## config.mk

```make
export PLATFORM = sky130hd
export DESIGN_NAME = scm_clock_ctrl
export DESIGN_NICKNAME = d
export VERILOG_FILES = /design/src/scm_clock_ctrl.v
export VERILOG_INCLUDE_DIRS = /design/src
export SDC_FILE = /design/constraint.sdc
export NUM_CORES = 1
export LEC_CHECK = 0
export BUFFER_PORTS_ARGS = -buffer_cell sky130_fd_sc_hd__buf_2
export CORE_UTILIZATION = 45
export DETAILED_ROUTE_END_ITERATION = 12
export PLACE_DENSITY = 0.75
export SETUP_SLACK_MARGIN = 0.4
export SLEW_MARGIN = 20
export SYNTH_ARGS = -nofsm -noshare
export SYNTH_HDL_FRONTEND = slang
export SYNTH_SLANG_ARGS = --single-unit
```

## constraint.sdc

```tcl
create_clock -name hclk -period 2.1 [get_ports hclk]
set_input_delay 0.315 -clock hclk [delete_from_list [all_inputs] [get_ports hclk]]
set_output_delay 0.315 -clock hclk [all_outputs]
set_load 0.05 [all_outputs]
```

## src/scm_defs.vh

```
`ifndef SCM_DEFS_VH
`define SCM_DEFS_VH

// Register map (byte address of the single control word)
`define SCM_CTRL_ADDR        8'h00

// Field positions of system_clock_control
`define SCM_SEL_MSB          7
`define SCM_SEL_LSB          5
`define SCM_STABLE_BIT       3
`define SCM_HS_EN_BIT        2
`define SCM_HS_KEEP_BIT      1
`define SCM_LS_KEEP_BIT      0

// Reset values
`define SCM_SEL_RST          3'h7
`define SCM_SEL_SLOW         3'h7

// Source rates and the hclk rate
`define SCM_HCLK_HZ          100000000
`define SCM_HS_HZ            4000000
`define SCM_LS_HZ            32000
`define SCM_HS_DIV           (`SCM_HCLK_HZ / `SCM_HS_HZ)
`define SCM_LS_DIV           (`SCM_HCLK_HZ / `SCM_LS_HZ)

// High-speed oscillator start-up time, in ns, and in hclk cycles
`define SCM_HCLK_NS          10
`define SCM_HS_STAB_NS       16000
`define SCM_HS_STAB_CYC      ((`SCM_HS_STAB_NS + `SCM_HCLK_NS - 1) / `SCM_HCLK_NS)

// Terminal counts of the tick and start-up counters, sized to their counters
`define SCM_HS_TICK_LAST     6'h18
`define SCM_LS_TICK_LAST     12'hc34
`define SCM_HS_STAB_LAST     12'h63f

// Current-clock periods waited before a source change
`define SCM_SW_WAIT          3'h4

// Operating mode codes
`define SCM_MODE_FAST        3'h0
`define SCM_MODE_SLOW        3'h1
`define SCM_MODE_SLEEP       3'h2
`define SCM_MODE_IDLE_LS     3'h3
`define SCM_MODE_IDLE_BOTH   3'h4
`define SCM_MODE_IDLE_HS     3'h5

`endif

```

## src/scm_clock_ctrl.v

```verilog
`timescale 1ns/10ps
`include "scm_defs.vh"
// Summary of operation
// - Select codes 0..6 give hs_clk divided by 1..64; code 7 gives ls_clk.
// - hs_clk comes from the 4MHz oscillator, ls_clk from the 32kHz one.
// - FAST: CPU runs on divided hs_clk; hs_clk, ls_clk and ls oscillator run.
// - SLOW: CPU runs on ls_clk; ls_clk and ls oscillator run.
// - In SLOW, hs_osc_en decides whether the hs oscillator keeps running.
// - Halt with both keep bits 0 enters SLEEP; CPU, sys, hs, ls feeds stop.
// - In SLEEP the ls oscillator runs only while the watchdog is enabled.
// - Halt with ls keep only: idle_ls_only; sys_clk on only for code 7.
// - Halt with both keeps: idle_both_osc; all clocks run, CPU stops.
// - Halt with hs keep only: idle_hs_only; sys_clk on only for codes 0..6.
// - Bit 2 hs_osc_en is read/write enable of the hs oscillator in SLOW mode.
// - Bit 3 stable flag clears while the hs oscillator is off, sets once it settles.
// - Bit 1 hs_osc_halt_keep keeps the hs oscillator alive through halt.
// - Bit 0 ls_osc_halt_keep keeps the ls oscillator alive through halt.
// - Source change completes after four current periods and a target edge.
module scm_clock_ctrl
(
    input  wire        hclk,
    input  wire        hresetn,
    input  wire        hsel,
    input  wire [31:0] haddr,
    input  wire [1:0]  htrans,
    input  wire        hwrite,
    input  wire [2:0]  hsize,
    input  wire [31:0] hwdata,
    input  wire        hready,
    output reg  [31:0] hrdata_ff,
    output reg         hreadyout_ff,
    output reg         hresp_ff,
    input  wire        halt_req,
    input  wire        wake_req,
    input  wire        wdt_en,
    output reg         sys_clk_en_ff,
    output reg         cpu_clk_en_ff,
    output reg         hs_clk_en_ff,
    output reg         ls_clk_en_ff,
    output reg         hs_osc_on_ff,
    output reg         ls_osc_on_ff,
    output reg  [2:0]  op_mode_ff
);

//------------------------------------------------------------
// Declarations
//------------------------------------------------------------
reg  [2:0]  sel_ff;
reg         hs_en_ff;
reg         hs_keep_ff;
reg         ls_keep_ff;
reg         stable_ff;
reg  [2:0]  act_sel_ff;
reg         pend_ff;
reg  [2:0]  wait_cnt_ff;
reg         halted_ff;
reg         wr_pend_ff;
reg  [5:0]  hs_cnt_ff;
reg  [11:0] ls_cnt_ff;
reg  [5:0]  hs_div_ff;
reg  [11:0] stab_cnt_ff;
reg         nxt_hs_osc;
reg         nxt_ls_osc;
reg  [2:0]  nxt_mode;
reg         nxt_sys_on;
reg  [7:0]  ctrl_rd;
wire        addr_ok;
wire        rd_req;
wire        wr_req;
wire        hs_tick;
wire        ls_tick;
wire        cur_tick;
wire        tgt_tick;

// Tick of the source chosen by a select code
function src_tick;
    input [2:0] sel;
    input       hs_t;
    input       ls_t;
    input [5:0] div;
    reg   [5:0] mask;
    begin
        mask = 6'h3f >> (3'h6 - sel);
        if (sel == `SCM_SEL_SLOW)
            src_tick = ls_t;
        else
            src_tick = hs_t && ((div & mask) == mask);
    end
endfunction

//------------------------------------------------------------
// AHB-Lite register access
//------------------------------------------------------------
assign addr_ok = (haddr[7:0] == `SCM_CTRL_ADDR) && (haddr[31:8] == 24'h000000);
assign rd_req  = hsel && hready && htrans[1] && !hwrite;
assign wr_req  = hsel && hready && htrans[1] && hwrite && addr_ok;

// Readback image; unused bit 4 reads zero
// bit 4 zero
always @*
begin
    ctrl_rd = {sel_ff, 1'b0, stable_ff, hs_en_ff, hs_keep_ff, ls_keep_ff};
    if (wr_pend_ff)
        ctrl_rd = {hwdata[7:5], 1'b0, stable_ff, hwdata[2:0]};
end

// Zero-wait slave, always OKAY; read data formed in the address phase
always @(posedge hclk or negedge hresetn)
begin
    if (!hresetn)
    begin
        hrdata_ff    <= 32'h00000000;
        hreadyout_ff <= 1'b1;
        hresp_ff     <= 1'b0;
        wr_pend_ff   <= 1'b0;
    end
    else
    begin
        hreadyout_ff <= 1'b1;
        hresp_ff     <= 1'b0;
        if (hready)
            wr_pend_ff <= wr_req;
        if (rd_req)
            hrdata_ff <= addr_ok ? {24'h000000, ctrl_rd} : 32'h00000000;
    end
end

// Control register write in the data phase
always @(posedge hclk or negedge hresetn)
begin
    if (!hresetn)
    begin
        sel_ff     <= `SCM_SEL_RST;
        hs_en_ff   <= 1'b0;
        hs_keep_ff <= 1'b0;
        ls_keep_ff <= 1'b0;
    end
    else if (wr_pend_ff)
    begin
        sel_ff     <= hwdata[`SCM_SEL_MSB:`SCM_SEL_LSB];
        hs_en_ff   <= hwdata[`SCM_HS_EN_BIT];
        hs_keep_ff <= hwdata[`SCM_HS_KEEP_BIT];
        ls_keep_ff <= hwdata[`SCM_LS_KEEP_BIT];
    end
end

//------------------------------------------------------------
// Oscillator models
//------------------------------------------------------------
// 4MHz and 32kHz tick rates
assign hs_tick = hs_osc_on_ff && stable_ff && (hs_cnt_ff == `SCM_HS_TICK_LAST);
assign ls_tick = ls_osc_on_ff && (ls_cnt_ff == `SCM_LS_TICK_LAST);

always @(posedge hclk or negedge hresetn)
begin
    if (!hresetn)
    begin
        hs_cnt_ff <= 6'h00;
        ls_cnt_ff <= 12'h000;
        hs_div_ff <= 6'h00;
    end
    else
    begin
        if (!hs_osc_on_ff || !stable_ff || hs_tick)
            hs_cnt_ff <= 6'h00;
        else
            hs_cnt_ff <= hs_cnt_ff + 6'h01;
        if (!ls_osc_on_ff || ls_tick)
            ls_cnt_ff <= 12'h000;
        else
            ls_cnt_ff <= ls_cnt_ff + 12'h001;
        if (hs_tick)
            hs_div_ff <= hs_div_ff + 6'h01;
    end
end

// Start-up timer of the hs oscillator and its stable flag
always @(posedge hclk or negedge hresetn)
begin
    if (!hresetn)
    begin
        stab_cnt_ff <= 12'h000;
        stable_ff   <= 1'b0;
    end
    else if (!hs_osc_on_ff)
    begin
        // flag cleared while oscillator is off
        stab_cnt_ff <= 12'h000;
        stable_ff   <= 1'b0;
    end
    else if (!stable_ff)
    begin
        if (stab_cnt_ff == `SCM_HS_STAB_LAST)
            stable_ff <= 1'b1;
        else
            stab_cnt_ff <= stab_cnt_ff + 12'h001;
    end
end

//------------------------------------------------------------
// Glitch-free source change
//------------------------------------------------------------
// decode of select codes
assign cur_tick = src_tick(act_sel_ff, hs_tick, ls_tick, hs_div_ff);
assign tgt_tick = src_tick(sel_ff, hs_tick, ls_tick, hs_div_ff);

always @(posedge hclk or negedge hresetn)
begin
    if (!hresetn)
    begin
        act_sel_ff  <= `SCM_SEL_RST;
        pend_ff     <= 1'b0;
        wait_cnt_ff <= 3'h0;
    end
    else if (wr_pend_ff && (hwdata[`SCM_SEL_MSB:`SCM_SEL_LSB] != act_sel_ff))
    begin
        pend_ff     <= 1'b1;
        wait_cnt_ff <= 3'h0;
    end
    else if (pend_ff)
    begin
        // four current periods, then target edge
        if (wait_cnt_ff != `SCM_SW_WAIT)
        begin
            if (cur_tick)
                wait_cnt_ff <= wait_cnt_ff + 3'h1;
        end
        // change over on a target edge
        else if (tgt_tick)
        begin
            act_sel_ff <= sel_ff;
            pend_ff    <= 1'b0;
        end
    end
end

//------------------------------------------------------------
// Operating mode and clock gating
//------------------------------------------------------------
always @(posedge hclk or negedge hresetn)
begin
    if (!hresetn)
        halted_ff <= 1'b0;
    else if (wake_req)
        halted_ff <= 1'b0;
    else if (halt_req)
        halted_ff <= 1'b1;
end

always @*
begin
    nxt_mode   = `SCM_MODE_SLOW;
    nxt_sys_on = 1'b1;
    nxt_hs_osc = 1'b1;
    nxt_ls_osc = 1'b1;
    case ({halted_ff, hs_keep_ff, ls_keep_ff})
        3'h4:
        begin
            nxt_mode   = `SCM_MODE_SLEEP;
            nxt_sys_on = 1'b0;
            nxt_hs_osc = 1'b0;
            nxt_ls_osc = wdt_en;
        end
        3'h5:
        begin
            nxt_mode   = `SCM_MODE_IDLE_LS;
            nxt_sys_on = (act_sel_ff == `SCM_SEL_SLOW);
            nxt_hs_osc = 1'b0;
        end
        3'h7:
        begin
            nxt_mode   = `SCM_MODE_IDLE_BOTH;
        end
        3'h6:
        begin
            nxt_mode   = `SCM_MODE_IDLE_HS;
            nxt_sys_on = (act_sel_ff != `SCM_SEL_SLOW);
        end
        default:
        begin
            if ((act_sel_ff != `SCM_SEL_SLOW) || (sel_ff != `SCM_SEL_SLOW))
                nxt_mode = `SCM_MODE_FAST;
            else
                // slow: enable bit rules hs oscillator
                nxt_hs_osc = hs_en_ff;
            // ls oscillator runs in normal modes
            nxt_ls_osc = 1'b1;
        end
    endcase
end

// Registered clock enables and status outputs
always @(posedge hclk or negedge hresetn)
begin
    if (!hresetn)
    begin
        sys_clk_en_ff <= 1'b0;
        cpu_clk_en_ff <= 1'b0;
        hs_clk_en_ff  <= 1'b0;
        ls_clk_en_ff  <= 1'b0;
        hs_osc_on_ff  <= 1'b0;
        ls_osc_on_ff  <= 1'b0;
        op_mode_ff    <= `SCM_MODE_SLOW;
    end
    else
    begin
        hs_osc_on_ff  <= nxt_hs_osc;
        ls_osc_on_ff  <= nxt_ls_osc;
        op_mode_ff    <= nxt_mode;
        sys_clk_en_ff <= nxt_sys_on && cur_tick;
        cpu_clk_en_ff <= !halted_ff && cur_tick;
        hs_clk_en_ff  <= hs_tick;
        // ls feed to peripherals stops in sleep and idle_hs_only
        ls_clk_en_ff  <= ls_tick && !(halted_ff && !ls_keep_ff);
    end
end

endmodule // scm_clock_ctrl

```

* Word-level counts from Yosys, hierarchy flattened
Cells that the tools add are included.
** Word-level totals
- Word-level logic and storage cells :: 118
- Bits of input ports :: 77
- Register bits after elaboration :: 93
- Output and inout port bits :: 43
** Cells by class
- Equality and inequality tests :: 17
- Shift operators :: 2
- Bitwise operators :: 4
- Multiplexer cells :: 28
- Add/subtract/negate cells :: 7
- Reductions and logical operators :: 38
** Operators with widths (number)
- 2-to-1 mux 12 bit :: 4
- adder 12 x 1 -> 12 bit, second input constant :: 2
- logical NOT 24 bit :: 1
- == test 3 bit, second input constant :: 6
- logical AND 1 bit :: 16
- 2-to-1 mux 8 bit :: 2
- 2-to-1 mux 1 bit :: 14
- adder 6 x 1 -> 6 bit, second input constant :: 2
- bitwise AND 6 bit :: 2
- == test 12 x 11 -> 1 bit, second input constant :: 1
- == test 12 bit, second input constant :: 1
- == test 6 bit :: 2
- 2-to-1 mux 3 bit :: 4
- one-hot mux 3 bit (4 select lines) :: 1
- >> shifter 6 x 3 -> 6 bit, first input constant :: 2
- != test 3 bit, second input constant :: 3
- logical NOT 8 bit :: 1
- nonzero test 2 bit :: 4
- logical NOT 1 bit :: 7
- == test 6 x 5 -> 1 bit, second input constant :: 1
- 2-to-1 mux 6 bit :: 1
- subtractor 3 bit, first input constant :: 2
- logical OR 1 bit :: 4
- != test 2 bit, second input constant :: 2
- 9 further kinds :: 11

* Depth between registers and ports, before layout
Gate-level depths: netlist (run 1).
- Depth in word-level cells :: 10
- Mapped depth :: 9

* Worst setup path after synthesis (run 1)
No wires, ideal clock.
- Kind :: reg2reg
- From :: register act_sel_ff[0]
- To :: register wait_cnt_ff[0]
- Setup time :: 0.119 ns
- Setup slack :: 0.031 ns
- Cell stages (with the launch flop) :: 8
- Path buffers :: 0
- Arrival time :: 1.950 ns
- Cells stage by stage :: dfstp_2 -> inv_1 -> ha_1 -> o22a_1 -> a31oi_1 -> o31ai_4 -> and3_1 -> o21a_1
** On the way
- Cells in the longest elaborated chain, start to end :: 8
- Elaborated cells between the ends (all ways) :: 14
- Those cells by class :: add/sub: 1; eq/ne: 3; shift: 1; mux: 2; bitwise: 1; reduce/logical: 6
** RTL lines
- from (decl) :: line scm_clock_ctrl.v:53 : reg [2:0] act_sel_ff;
- from (signal assigned) :: line scm_clock_ctrl.v:211 : act_sel_ff <= `SCM_SEL_RST;
- from (signal assigned) :: line scm_clock_ctrl.v:231 : act_sel_ff <= sel_ff;
- subtractor 3 bit :: line scm_clock_ctrl.v:83 : mask = 6'h3f >> (3'h6 - sel);
- >> shifter 6 x 3 -> 6 bit :: line scm_clock_ctrl.v:83
- bitwise AND 6 bit :: line scm_clock_ctrl.v:87 : src_tick = hs_t && ((div & mask) == mask);
- == test 6 bit :: line scm_clock_ctrl.v:87
- logical AND 1 bit :: line scm_clock_ctrl.v:87
- 2-to-1 mux 1 bit :: line scm_clock_ctrl.v:84 : if (sel == `SCM_SEL_SLOW)
- nonzero test 2 bit (no line)
- AND reduction 3 bit (no line)
- to (signal assigned) :: line scm_clock_ctrl.v:226 : wait_cnt_ff <= wait_cnt_ff + 3'h1;
- to (decl) :: line scm_clock_ctrl.v:55 : reg [2:0] wait_cnt_ff;
Several ways; a longest one is shown, not always the timed one.
A chain may end at the register's enable or synchronous reset.

* Worst setup path in the final report (run 1)
- From :: register act_sel_ff[0]
- To :: register wait_cnt_ff[1]
The elaborated chain is that of the path after synthesis.

==> qor.txt, run 1 <==
clock tree buffer depth: 2
full die area: 8506 um^2
antenna violations before repair: 0
worst r2r src: act_sel_ff[0]
# rows: 32
H-tree levels: 3
GR Layer Usage met3: 0.04892
hold path start: wake_req
Seq cells post-synth: 68
CTS buffer count: 9
Clock Power Share: 0.331
gr usage total: 0.1905
WL/cell: 13.33 um
Synth cell types: 53
worst skew pair latency: 0.34 ns
switching share of power: 0.2969
Slowest-stage cell, CP: dfstp_2
sequence of cells on the critical path: buf_6, ha_4, ha_4, nor2b_4, o22ai_4, o31ai_4, a21oi_2, a41o_1
Yosys top cell area share: 0.4167
clock skew: 0.01214 ns
Post-synth top flop: dfrtp_1
Fin. Hold Viols: 0
synth top area cells: dfrtp_1, buf_4, ha_1
GRT Max-Usage Layer: met2
r2r endpoint: wait_cnt_ff[1]
fin crit share: 0.9304
Leak Pwr: 2.171 nW
DR iter-0 viols: 88
Worst EP arrival: 2.18 ns
DRC: 0
run status: finished, final reports clean
CP startpoint kind: register
drt pass-1 iters: 4
Vias/cell: 5.025
Post-synth EDFFs: 0
met2 Use GR: 0.3439
Hold EP: halted_ff
Post-Syn Area per Cell: 9.955 um^2
Std-Cell Core Area: 7807 um^2
min Tclk post-route: 1.954 ns
fin area: 4599 um^2
antenna cells: 0
Worst Hold Path Cells: 2
pwr dens: 685.3 nW/um^2
Chip Height: 92.23 um
Post-Synthesis Cells: 368
CP required: 2.32 ns
clock-pin slew on the worst setup and hold paths: 0.07 ns
nets: 549
M1 GR Usage: 0.2232
Placer Congestion: 0.8721
vias: 2829
Fin Setup TNS: 0 ns
most common cell after layout, fill and taps aside: buf_2
post-synthesis sequential area ratio: 0.4669
largest net degree at the start of global routing: 69
fmax: 511.8 MHz
Crit. End Element: register
Worst Setup Path Type: reg2reg
Final Max Tran Viols: 0
RSZ-0062 raised after global routing: true
Max IR drop VDD: 0.6411 mV
DP HPWL: 5139 um
Die W: 92.23 um
reg2reg path depth: 8
first-pass GRT wire length: 12680 um
Final Setup Violations: 0
NetSw: 0.0009360 W
# IOs: 120
# fillers: 650
P_int: 0.002216 W
Root Driver: clkbuf_8
async set-reset flop share out of synthesis: 1.000
R2R setup slack: 0.15 ns
slowest stage delay, CP: 0.55 ns
crit-path max FO: 4
combinational power share: 0.172
CTS tree: built
Initial Util: 0.4692
sequential fraction of design power: 0.497
area grow syn2layout: 25.55%
Top cell by count, worst path: ha_4
fraction of layout cells with a size suffix above 1: 0.3275
synth warn: 0
number of buffers added on ports: 62
Worst Hold Class: in2reg
Mapped Area: 3664 um^2
Max Cap Viol: 0
commonest cells after routing, fill and taps aside: buf_2, dfrtp_1, nor2_1, nand2_1, conb_1
area leader, netlist: dfrtp_1
post-route ant nets: 0
Placed Area: 4073 um^2
Clock Sink Count: 68
grt total ovfl: 0
vias in the first global route: 2809
final WL: 7505 um
[through the flow]
step | power (W) | worst slack (ns) | hold slack [ns] | util | instances
after floorplan | 0.001967 | 0.2002 | 0.01941 | - | 393
after global placement | 0.002073 | 0.1104 | 0.3581 | 0.5216 | 531
after detailed placement | 0.002096 | 0.07724 | 0.3575 | 0.5216 | 531
after CTS | 0.003154 | 0.1601 | 0.1145 | 0.5784 | 561
after global routing | 0.003325 | 0.07865 | 0.1092 | 0.5891 | 563
final | 0.003152 | 0.1461 | 0.1267 | 0.5891 | 563
[registers in the layout, summed over array words and instances (netlist names), 3 cells and up]
name	count
ls_cnt_ff	12
stab_cnt_ff	12
hrdata_ff	7
hs_cnt_ff	6
hs_div_ff	6
act_sel_ff	3
op_mode_ff	3
sel_ff	3
wait_cnt_ff	3
[critical path, delay by kind of cell (launching register included)]
kind,cells,cell delay [ns]
compound gates,4,0.70
flops,1,0.55
fa+ha+maj,2,0.34
simple gates,1,0.13
buf+inv,1,0.11
[cell type report]
cell class                      count  area (um^2)  share of cell area
Multi-Input combinational cell    273         1977              0.4298
Sequential cell                    68         1712              0.3721
Timing Repair Buffer               85        520.5              0.1132
Clock buffer                       13        148.9             0.03237
Tap cell                          102        127.6             0.02775
Inverter                           19        73.82             0.01605
Clock inverter                      3        40.04            0.008705
[layer usage]
metal | vias up | wire length [um]
met5 | - | 0
met4 | 0 | 76
met3 | 9 | 335
met2 | 65 | 3905
met1 | 1375 | 3188
li1 | 1380 | -
[repair_timing]
| item | in CTS | in global routing |
|---|---|---|
| hold endpoints to repair | 23 | 0 |
| setup endpoints to repair | 16 | 31 |
| setup buffers | 13 | 2 |
| hold buffers | 1 | 0 |
| resized for setup | 29 | 18 |
| gates cloned | 0 | 0 |
| pin swaps | 16 | 11 |
[synthesized netlist by cell type, drive strengths merged, types with 2 or more instances]
cell type	instances
mux2	6
and4	4
and2	3
o21ai	13
nand4	8
nor4	11
buf	28
a31oi	2
o22ai	2
a21oi	5
a21o	2
inv	18
mux2i	2
dfstp	7
xnor2	18
dfrtp	61
conb	2
nand2b	7
nand3	13
nand4b	2
a211oi	2
xor2	15
nor2b	6
nand2	34
or3	3
and3	9
ha	16
clkbuf	5
o31ai	5
nor2	40
nor3	5
[power by group through the flow]
stage | sequential [W] | combinational [W] | clock (W)
after floorplan | 0.00158 | 0.000385 | 0
after global placement | 0.00158 | 0.000491 | 0
after detailed placement | 0.00159 | 0.000508 | 0
after CTS | 0.00156 | 0.000528 | 0.00106
after global routing | 0.00159 | 0.000610 | 0.00112
final | 0.00157 | 0.000541 | 0.00104
[kinds of logic after synthesis]
kind of cell / count (synthesis) / synth area share
buf+inv: 52 / 0.08333
simple gates: 150 / 0.2135
fa+ha+maj: 16 / 0.05464
mux: 8 / 0.02391
flops: 68 / 0.4669
xor+xnor: 33 / 0.07889
other cells: 2 / 0.002050
compound gates: 39 / 0.07684
[how the worst max path moves through the flow]
stage,endpoint,start
after CTS,act_sel_ff[2],sel_ff[0]
after global placement,act_sel_ff[2],sel_ff[1]
after detailed placement,act_sel_ff[1],sel_ff[1]
after floorplan,act_sel_ff[1],sel_ff[0]
after global routing,pend_ff,sel_ff[0]
final,wait_cnt_ff[1],act_sel_ff[0]
Note: power is estimated with default switching activity, not from simulation.
==> run 2: changes to the inputs <==
--- a/config.mk
+++ b/config.mk
@@ -9,5 +9,7 @@
 export BUFFER_PORTS_ARGS = -buffer_cell sky130_fd_sc_hd__buf_2
-export CORE_UTILIZATION = 45
+export CELL_PAD_IN_SITES_DETAIL_PLACEMENT = 2
+export CELL_PAD_IN_SITES_GLOBAL_PLACEMENT = 2
+export CORE_UTILIZATION = 27
 export DETAILED_ROUTE_END_ITERATION = 12
-export PLACE_DENSITY = 0.75
+export PLACE_DENSITY_LB_ADDON = 0.1
 export SETUP_SLACK_MARGIN = 0.4
==> constraint.sdc (replaced) <==
create_clock -name hclk -period 2.1 [get_ports hclk]
set_input_delay 0 -clock hclk [delete_from_list [all_inputs] [get_ports hclk]]
set_output_delay 0 -clock hclk [all_outputs]
set_load 0.05 [all_outputs]
==> run 2 against run 1 <==
Effect of this change: utilization is 21 points lower; sequential power hardly changed; register-to-register slack is essentially flat; flip-flop and latch count did not move; power up 16%; die area increased by 65%; cell count is 16% higher; clock power grew 43%; routed wire length increased by 33%; maximum frequency grew 0.22%; critical endpoint is now wait_cnt_ff[2].
==> qor.txt, run 2 (same netlist as run 1, synthesis figures left out) <==
DRC: 0 (unchanged)
number of buffers added on ports: 62 (unchanged)
Std-Cell Core Area: 13240 um^2 (+70%)
Die W: 118.5 um (+28%)
reg2reg path depth: 7 (-1)
Final Max Tran Viols: 0 (unchanged)
Placed Area: 4190 um^2 (+2.9%)
vias: 2966 (+4.8%)
min Tclk post-route: 1.950 ns (-0.004253 ns)
Max Cap Viol: 0 (unchanged)
first-pass GRT wire length: 16680 um (+32%)
run status: finished, final reports clean
CP startpoint kind: register
Initial Util: 0.2766 (-0.1926)
measured slew at the worst slew-check pin: 0.5300 ns
DR iter-0 viols: 55 (-38%)
fraction of layout cells with a size suffix above 1: 0.3473 (+0.01973)
Crit. End Element: register
full die area: 14040 um^2 (+65%)
Clock Sink Count: 68 (unchanged)
vias in the first global route: 3272 (+16%)
top flop regs: ls_cnt_ff (12), stab_cnt_ff (12), hrdata_ff (7)
Worst Hold Path Cells: 5 (+3)
RSZ-0062 raised after global routing: true
largest net degree at the start of global routing: 39 (-43%)
Fin. Hold Viols: 0 (unchanged)
switching share of power: 0.2916 (-0.005387)
DP HPWL: 7084 um (+38%)
fmax: 512.9 MHz (+0.22%)
clock-pin slew on the worst setup and hold paths: 0.06 ns (about the same)
most common cell after layout, fill and taps aside: buf_2
Hold EP: hrdata_ff[3]
pwr dens: 727.4 nW/um^2 (+6.1%)
placed cell count: 610 (+15%)
Worst Hold Class: in2reg
Root Driver: clkbuf_16
crit-path max FO: 3 (-1)
clock tree buffer depth: 2 (unchanged)
drt pass-1 iters: 4 (unchanged)
hold path start: haddr[30]
commonest cells after routing, fill and taps aside: buf_2, dfrtp_1, nor2_1, nand2_1, conb_1
# rows: 42 (+31%)
Leak Pwr: 2.328 nW (+7.2%)
Chip Height: 118.5 um (+28%)
r2r endpoint: wait_cnt_ff[2]
Max-slew headroom: 0.6448
H-tree levels: 3 (unchanged)
gr usage total: 0.1546 (-0.03588)
worst r2r src: act_sel_ff[0]
area grow syn2layout: 36.78%
CP required: 2.36 ns (+0.04 ns)
Final Setup Violations: 0 (unchanged)
Placer Congestion: 0.7419 (-15%)
# IOs: 120 (unchanged)
Worst Setup Path Type: reg2reg
Vias/cell: 4.535 (-9.7%)
post-route ant nets: 0 (unchanged)
fin crit share: 0.9284 (-0.002025)
fin area: 5011 um^2 (+9.0%)
WL/cell: 15.31 um (+15%)
sequential fraction of design power: 0.433 (-0.064)
antenna cells: 0 (unchanged)
antenna violations before repair: 0 (unchanged)
P_int: 0.002582 W (+17%)
Worst EP arrival: 2.21 ns (+0.03 ns)
grt total ovfl: 0 (unchanged)
CTS buffer count: 9 (unchanged)
Max IR drop VDD: 0.4164 mV (-35%)
R2R setup slack: 0.15 ns (about the same)
worst skew pair latency: 0.34 ns (about the same)
final non-filler cell total: 654 (+16%)
Fin Setup TNS: 0 ns (unchanged)
NetSw: 0.001063 W (+14%)
clock skew: 0.005637 ns (-0.006502 ns)
CTS tree: built
Clock Power Share: 0.408 (+0.077)
nets: 567 (+3.3%)
combinational power share: 0.160 (-0.012)
final WL: 10010 um (+33%)
==> run 2: changes by cell type in the layout (fill, tap and decap cells not counted), moves of 4 or more <==
cell	delta
clkbuf_16	+9
clkbuf_8	-6
buf_4	+4
buf_6	+4
dlygate4sd3_1	+11
==> run 2: worst max-delay path by stage <==
stage | from | endpoint | cells past startpoint
final | act_sel_ff[0] | wait_cnt_ff[2] | 7
after global placement | act_sel_ff[0] | wait_cnt_ff[2] | 7
after CTS | act_sel_ff[1] | wait_cnt_ff[2] | 6
after detailed placement | act_sel_ff[0] | wait_cnt_ff[0] | 7
after floorplan | sel_ff[0] | act_sel_ff[1] | 8
after global routing | hs_cnt_ff[0] | act_sel_ff[1] | 8
==> run 2: critical path: stages (launching register included) <==
cell and delay (ns):
dfstp_2 0.56, inv_2 0.07, ha_4 0.21, o22a_1 0.22, a31oi_4 0.27, nor4_4 0.08
o211ai_1 0.23, mux2i_1 0.23
==> run 2: metal layers <==
layer | GRT usage | wire [um]
met2 | 0.2662 | 5149
met3 | 0.04054 | 354
met1 | 0.1815 | 4321
met4 | 0.06487 | 187
met5 | 0 | 0
==> run 2: repair_timing <==
action                     4_1_cts  5_1_grt
setup endpoints to repair       14       38
hold buffers                    12        0
pin swaps                       14       15
buffers inserted                14        3
hold endpoints to repair        70        0
gates resized for setup         22       40
==> run 2: power by group through the flow <==
stage               Sequential, W  Combinational, W  Clock [W]
finish                    0.00158          0.000582    0.00149
global route              0.00160          0.000653    0.00159
CTS                       0.00158          0.000563    0.00155
detailed placement        0.00160          0.000529          0
global placement          0.00159          0.000517          0
floorplan                 0.00158          0.000385          0
==> run 2: layout make-up <==
type                       instances  area [um^2]
fill                            1463         8232
clock inverter                     1        5.005
tap                              176        220.2
sequential                        68         1712
multi-input combinational        273         2028
timing repair buffer             103        685.7
inverter                          19        76.32
clock buffer                      14        284.0
==> run 2: metrics by stage <==
stage / total power (W) / utilization / hold slack (ns) / setup WS, ns
floorplan: 0.001967 / - / -0.2956 / 0.2002
global placement: 0.002109 / 0.3164 / 0.06768 / 0.08163
detailed placement: 0.002124 / 0.3164 / 0.07732 / 0.04750
CTS: 0.003688 / 0.3638 / 0.1658 / 0.1161
global route: 0.003839 / 0.3784 / 0.2368 / 0.05576
finish: 0.003645 / 0.3784 / 0.1575 / 0.1503
==> run 3: changes to the inputs <==
ABC_AREA = 1   (was unset)
CORE_UTILIZATION = 26   (was 27)
CTS_CLUSTER_DIAMETER = 80   (was unset)
==> run 3 against run 2 <==
Effect of this change: hold slack got worse by 0.14 ns; largest power group unchanged; global-route usage decreased by 0.64 points; cell count increased by 14%; combinational power increased by 32%; sequential power about the same; setup slack improved by 0.14 ns; flip-flop and latch count unchanged.
==> qor.txt, run 3 <==
drt pass-1 iters: 4 (unchanged)
Final Setup Violations: 0 (unchanged)
reg2reg path depth: 10 (+3)
DR iter-0 viols: 89 (+62%)
DRC: 0 (unchanged)
Worst Hold Path Cells: 3 (-2)
async set-reset flop share out of synthesis: 1.000 (unchanged)
setup slack after layout: 0.2859 ns (+0.1356 ns)
Fin. Hold Viols: 0 (unchanged)
min Tclk post-route: 1.814 ns (-0.1356 ns)
commonest cells after routing, fill and taps aside: nand2_1, buf_2, dfrtp_1, inv_1, nor2_1
synth top area cells: dfrtp_1, nand2_1, buf_4
Std-Cell Core Area: 14480 um^2 (+9.3%)
worst skew pair latency: 0.34 ns (about the same)
synth cell count leaders: nand2_1, dfrtp_1, inv_1
r2r endpoint: wait_cnt_ff[0]
worst setup path startpoint: act_sel_ff[0]
Crit. End Element: register
area leader, netlist: dfrtp_1
# IOs: 120 (unchanged)
Die W: 123.6 um (+4.3%)
fin crit share: 0.8638 (-0.06458)
largest net degree at the start of global routing: 69 (+77%)
CP startpoint kind: register
pwr dens: 770.2 nW/um^2 (+5.9%)
Clock Sink Count: 68 (unchanged)
vias in the first global route: 3524 (+7.7%)
Worst EP arrival: 2.04 ns (-0.17 ns)
synth warn: 0 (unchanged)
gr usage total: 0.1481 (-0.006443)
clock-pin slew on the worst setup and hold paths: 0.06 ns (about the same)
RSZ-0062 raised after global routing: true
top flop regs: ls_cnt_ff (12), stab_cnt_ff (12), hrdata_ff (7)
post-layout util: 0.3446 (-0.03378)
CP required: 2.33 ns (-0.03 ns)
grt total ovfl: 0 (unchanged)
nets: 650 (+15%)
CTS buffer count: 9 (unchanged)
vias: 3349 (+13%)
Vias/cell: 4.489 (-1.0%)
area grow syn2layout: 29.86%
worst r2r src: act_sel_ff[0]
full die area: 15270 um^2 (+8.8%)
Post-Syn Area per Cell: 8.335 um^2 (-16%)
fraction of layout cells with a size suffix above 1: 0.2989 (-0.04835)
Worst Setup Path Type: reg2reg
Fin Setup TNS: 0 ns (unchanged)
Critical Path Sink: wait_cnt_ff[0]
post-route ant nets: 0 (unchanged)
# rows: 44 (+4.8%)
first-pass GRT wire length: 17310 um (+3.8%)
fmax: 551.2 MHz (+7.5%)
Placer Congestion: 0.7337 (-1.1%)
clock tree buffer depth: 2 (unchanged)
R2R setup slack: 0.29 ns (+0.14 ns)
clock skew: 0.007770 ns (+0.002133 ns)
crit-path max FO: 4 (+1)
Synth cell types: 39 (-26%)
final WL: 10470 um (+4.6%)
Root Driver: clkbuf_16
Post-Synthesis Cells: 461 (+25%)
antenna violations before repair: 0 (unchanged)
placed cell count: 704 (+15%)
WL/cell: 14.04 um (-8.3%)
number of buffers added on ports: 62 (unchanged)
H-tree levels: 3 (unchanged)
Chip Height: 123.6 um (+4.3%)
post-synthesis sequential area ratio: 0.4451 (-0.02174)
CTS tree: built
Max IR drop VDD: 0.2716 mV (-35%)
Initial Util: 0.2654 (-0.01126)
Max Cap Viol: 0 (unchanged)
Worst Hold Class: in2reg
DP HPWL: 7578 um (+7.0%)
Post-synth top flop: dfrtp_1
final non-filler cell total: 746 (+14%)
most common cell after layout, fill and taps aside: nand2_1
Mapped Area: 3842 um^2 (+4.9%)
Yosys top cell area share: 0.3973 (-0.01940)
Post-synth EDFFs: 0 (unchanged)
run status: finished, final reports clean
most numerous cell in the Yosys netlist: nand2_1
pre-CTS setup slack: 0.1647 ns (+0.1172 ns)
Leak Pwr: 2.458 nW (+5.5%)
antenna cells: 0 (unchanged)
Seq cells post-synth: 68 (unchanged)
Final Max Tran Viols: 0 (unchanged)
## run 3: cell count changes after synthesis, moves of 14 or more
cell	delta
nand2_1	+59
o21ai_0	+14
inv_1	+33
nand3_1	+15
xnor2_1	-15
## run 3: cell families after synthesis
group,share of synthesized area
compound gates,0.06643
xor+xnor,0.02736
fa+ha+maj,0.05210
buf+inv,0.1133
flops,0.4451
other cells,0.001954
simple gates,0.2937
## run 3: metal layers
metal  global-route usage  vias up  wire [um]
met4              0.07831        0        312
met5                    0        -          0
met3              0.02445       18        263
li1                     -     1633          -
met1               0.1875     1641       4738
met2               0.2413       57       5156
## run 3: worst min path at each step
stage,startpoint,end
2_1_floorplan,hresetn,cpu_clk_en_ff
3_3_place_gp,hresetn,ls_cnt_ff[4]
3_5_place_dp,hresetn,ls_cnt_ff[4]
4_1_cts,hwrite,wr_pend_ff
5_1_grt,hwrite,hrdata_ff[1]
6_report,hwrite,wr_pend_ff
## run 3: repair_timing
action / CTS / global route
pin swaps: 13 / 12
buffers inserted: 6 / 9
gates resized for setup: 27 / 21
hold buffers: 11 / 0
endpoints found under the setup margin: 17 / 18
hold endpoints to repair: 70 / 0
## run 3: where the power goes
group / switching [W] / internal, W / total (W)
registers: 0.000151 / 0.00145 / 0.00160
logic: 0.000488 / 0.000280 / 0.000768
clock network: 0.000580 / 0.000890 / 0.00147
total: 0.00122 / 0.00262 / 0.00384
## run 3: critical path, stage by stage (launching register included)
cell and delay [ns]:
dfstp_2 0.59, ha_4 0.16, ha_4 0.20, o21ai_1 0.13, nand2_1 0.08, nor2_2 0.13
nand3_4 0.11, nand3_2 0.12, nand2_4 0.06, nand2_2 0.08, nand2_1 0.04
## run 3: metrics by stage
stage | area, um^2 | total power, W | hold slack, ns
after floorplan | 3936 | 0.002108 | -0.2956
after global placement | 4277 | 0.002270 | 0.06520
after detailed placement | 4277 | 0.002296 | 0.06549
after CTS | 4855 | 0.003865 | 0.01821
after global routing | 4990 | 0.004072 | 0.06815
final | 4990 | 0.003843 | 0.02004
## run 3: final cells by class
cell class / count / area [um^2]
fill: 1642 / 9489
multi-input combinational: 334 / 1984
sequential: 68 / 1714
timing repair buffer: 91 / 571.8
clock buffer: 12 / 266.5
tap: 184 / 230.2
inverter: 53 / 200.2
clock inverter: 4 / 22.52
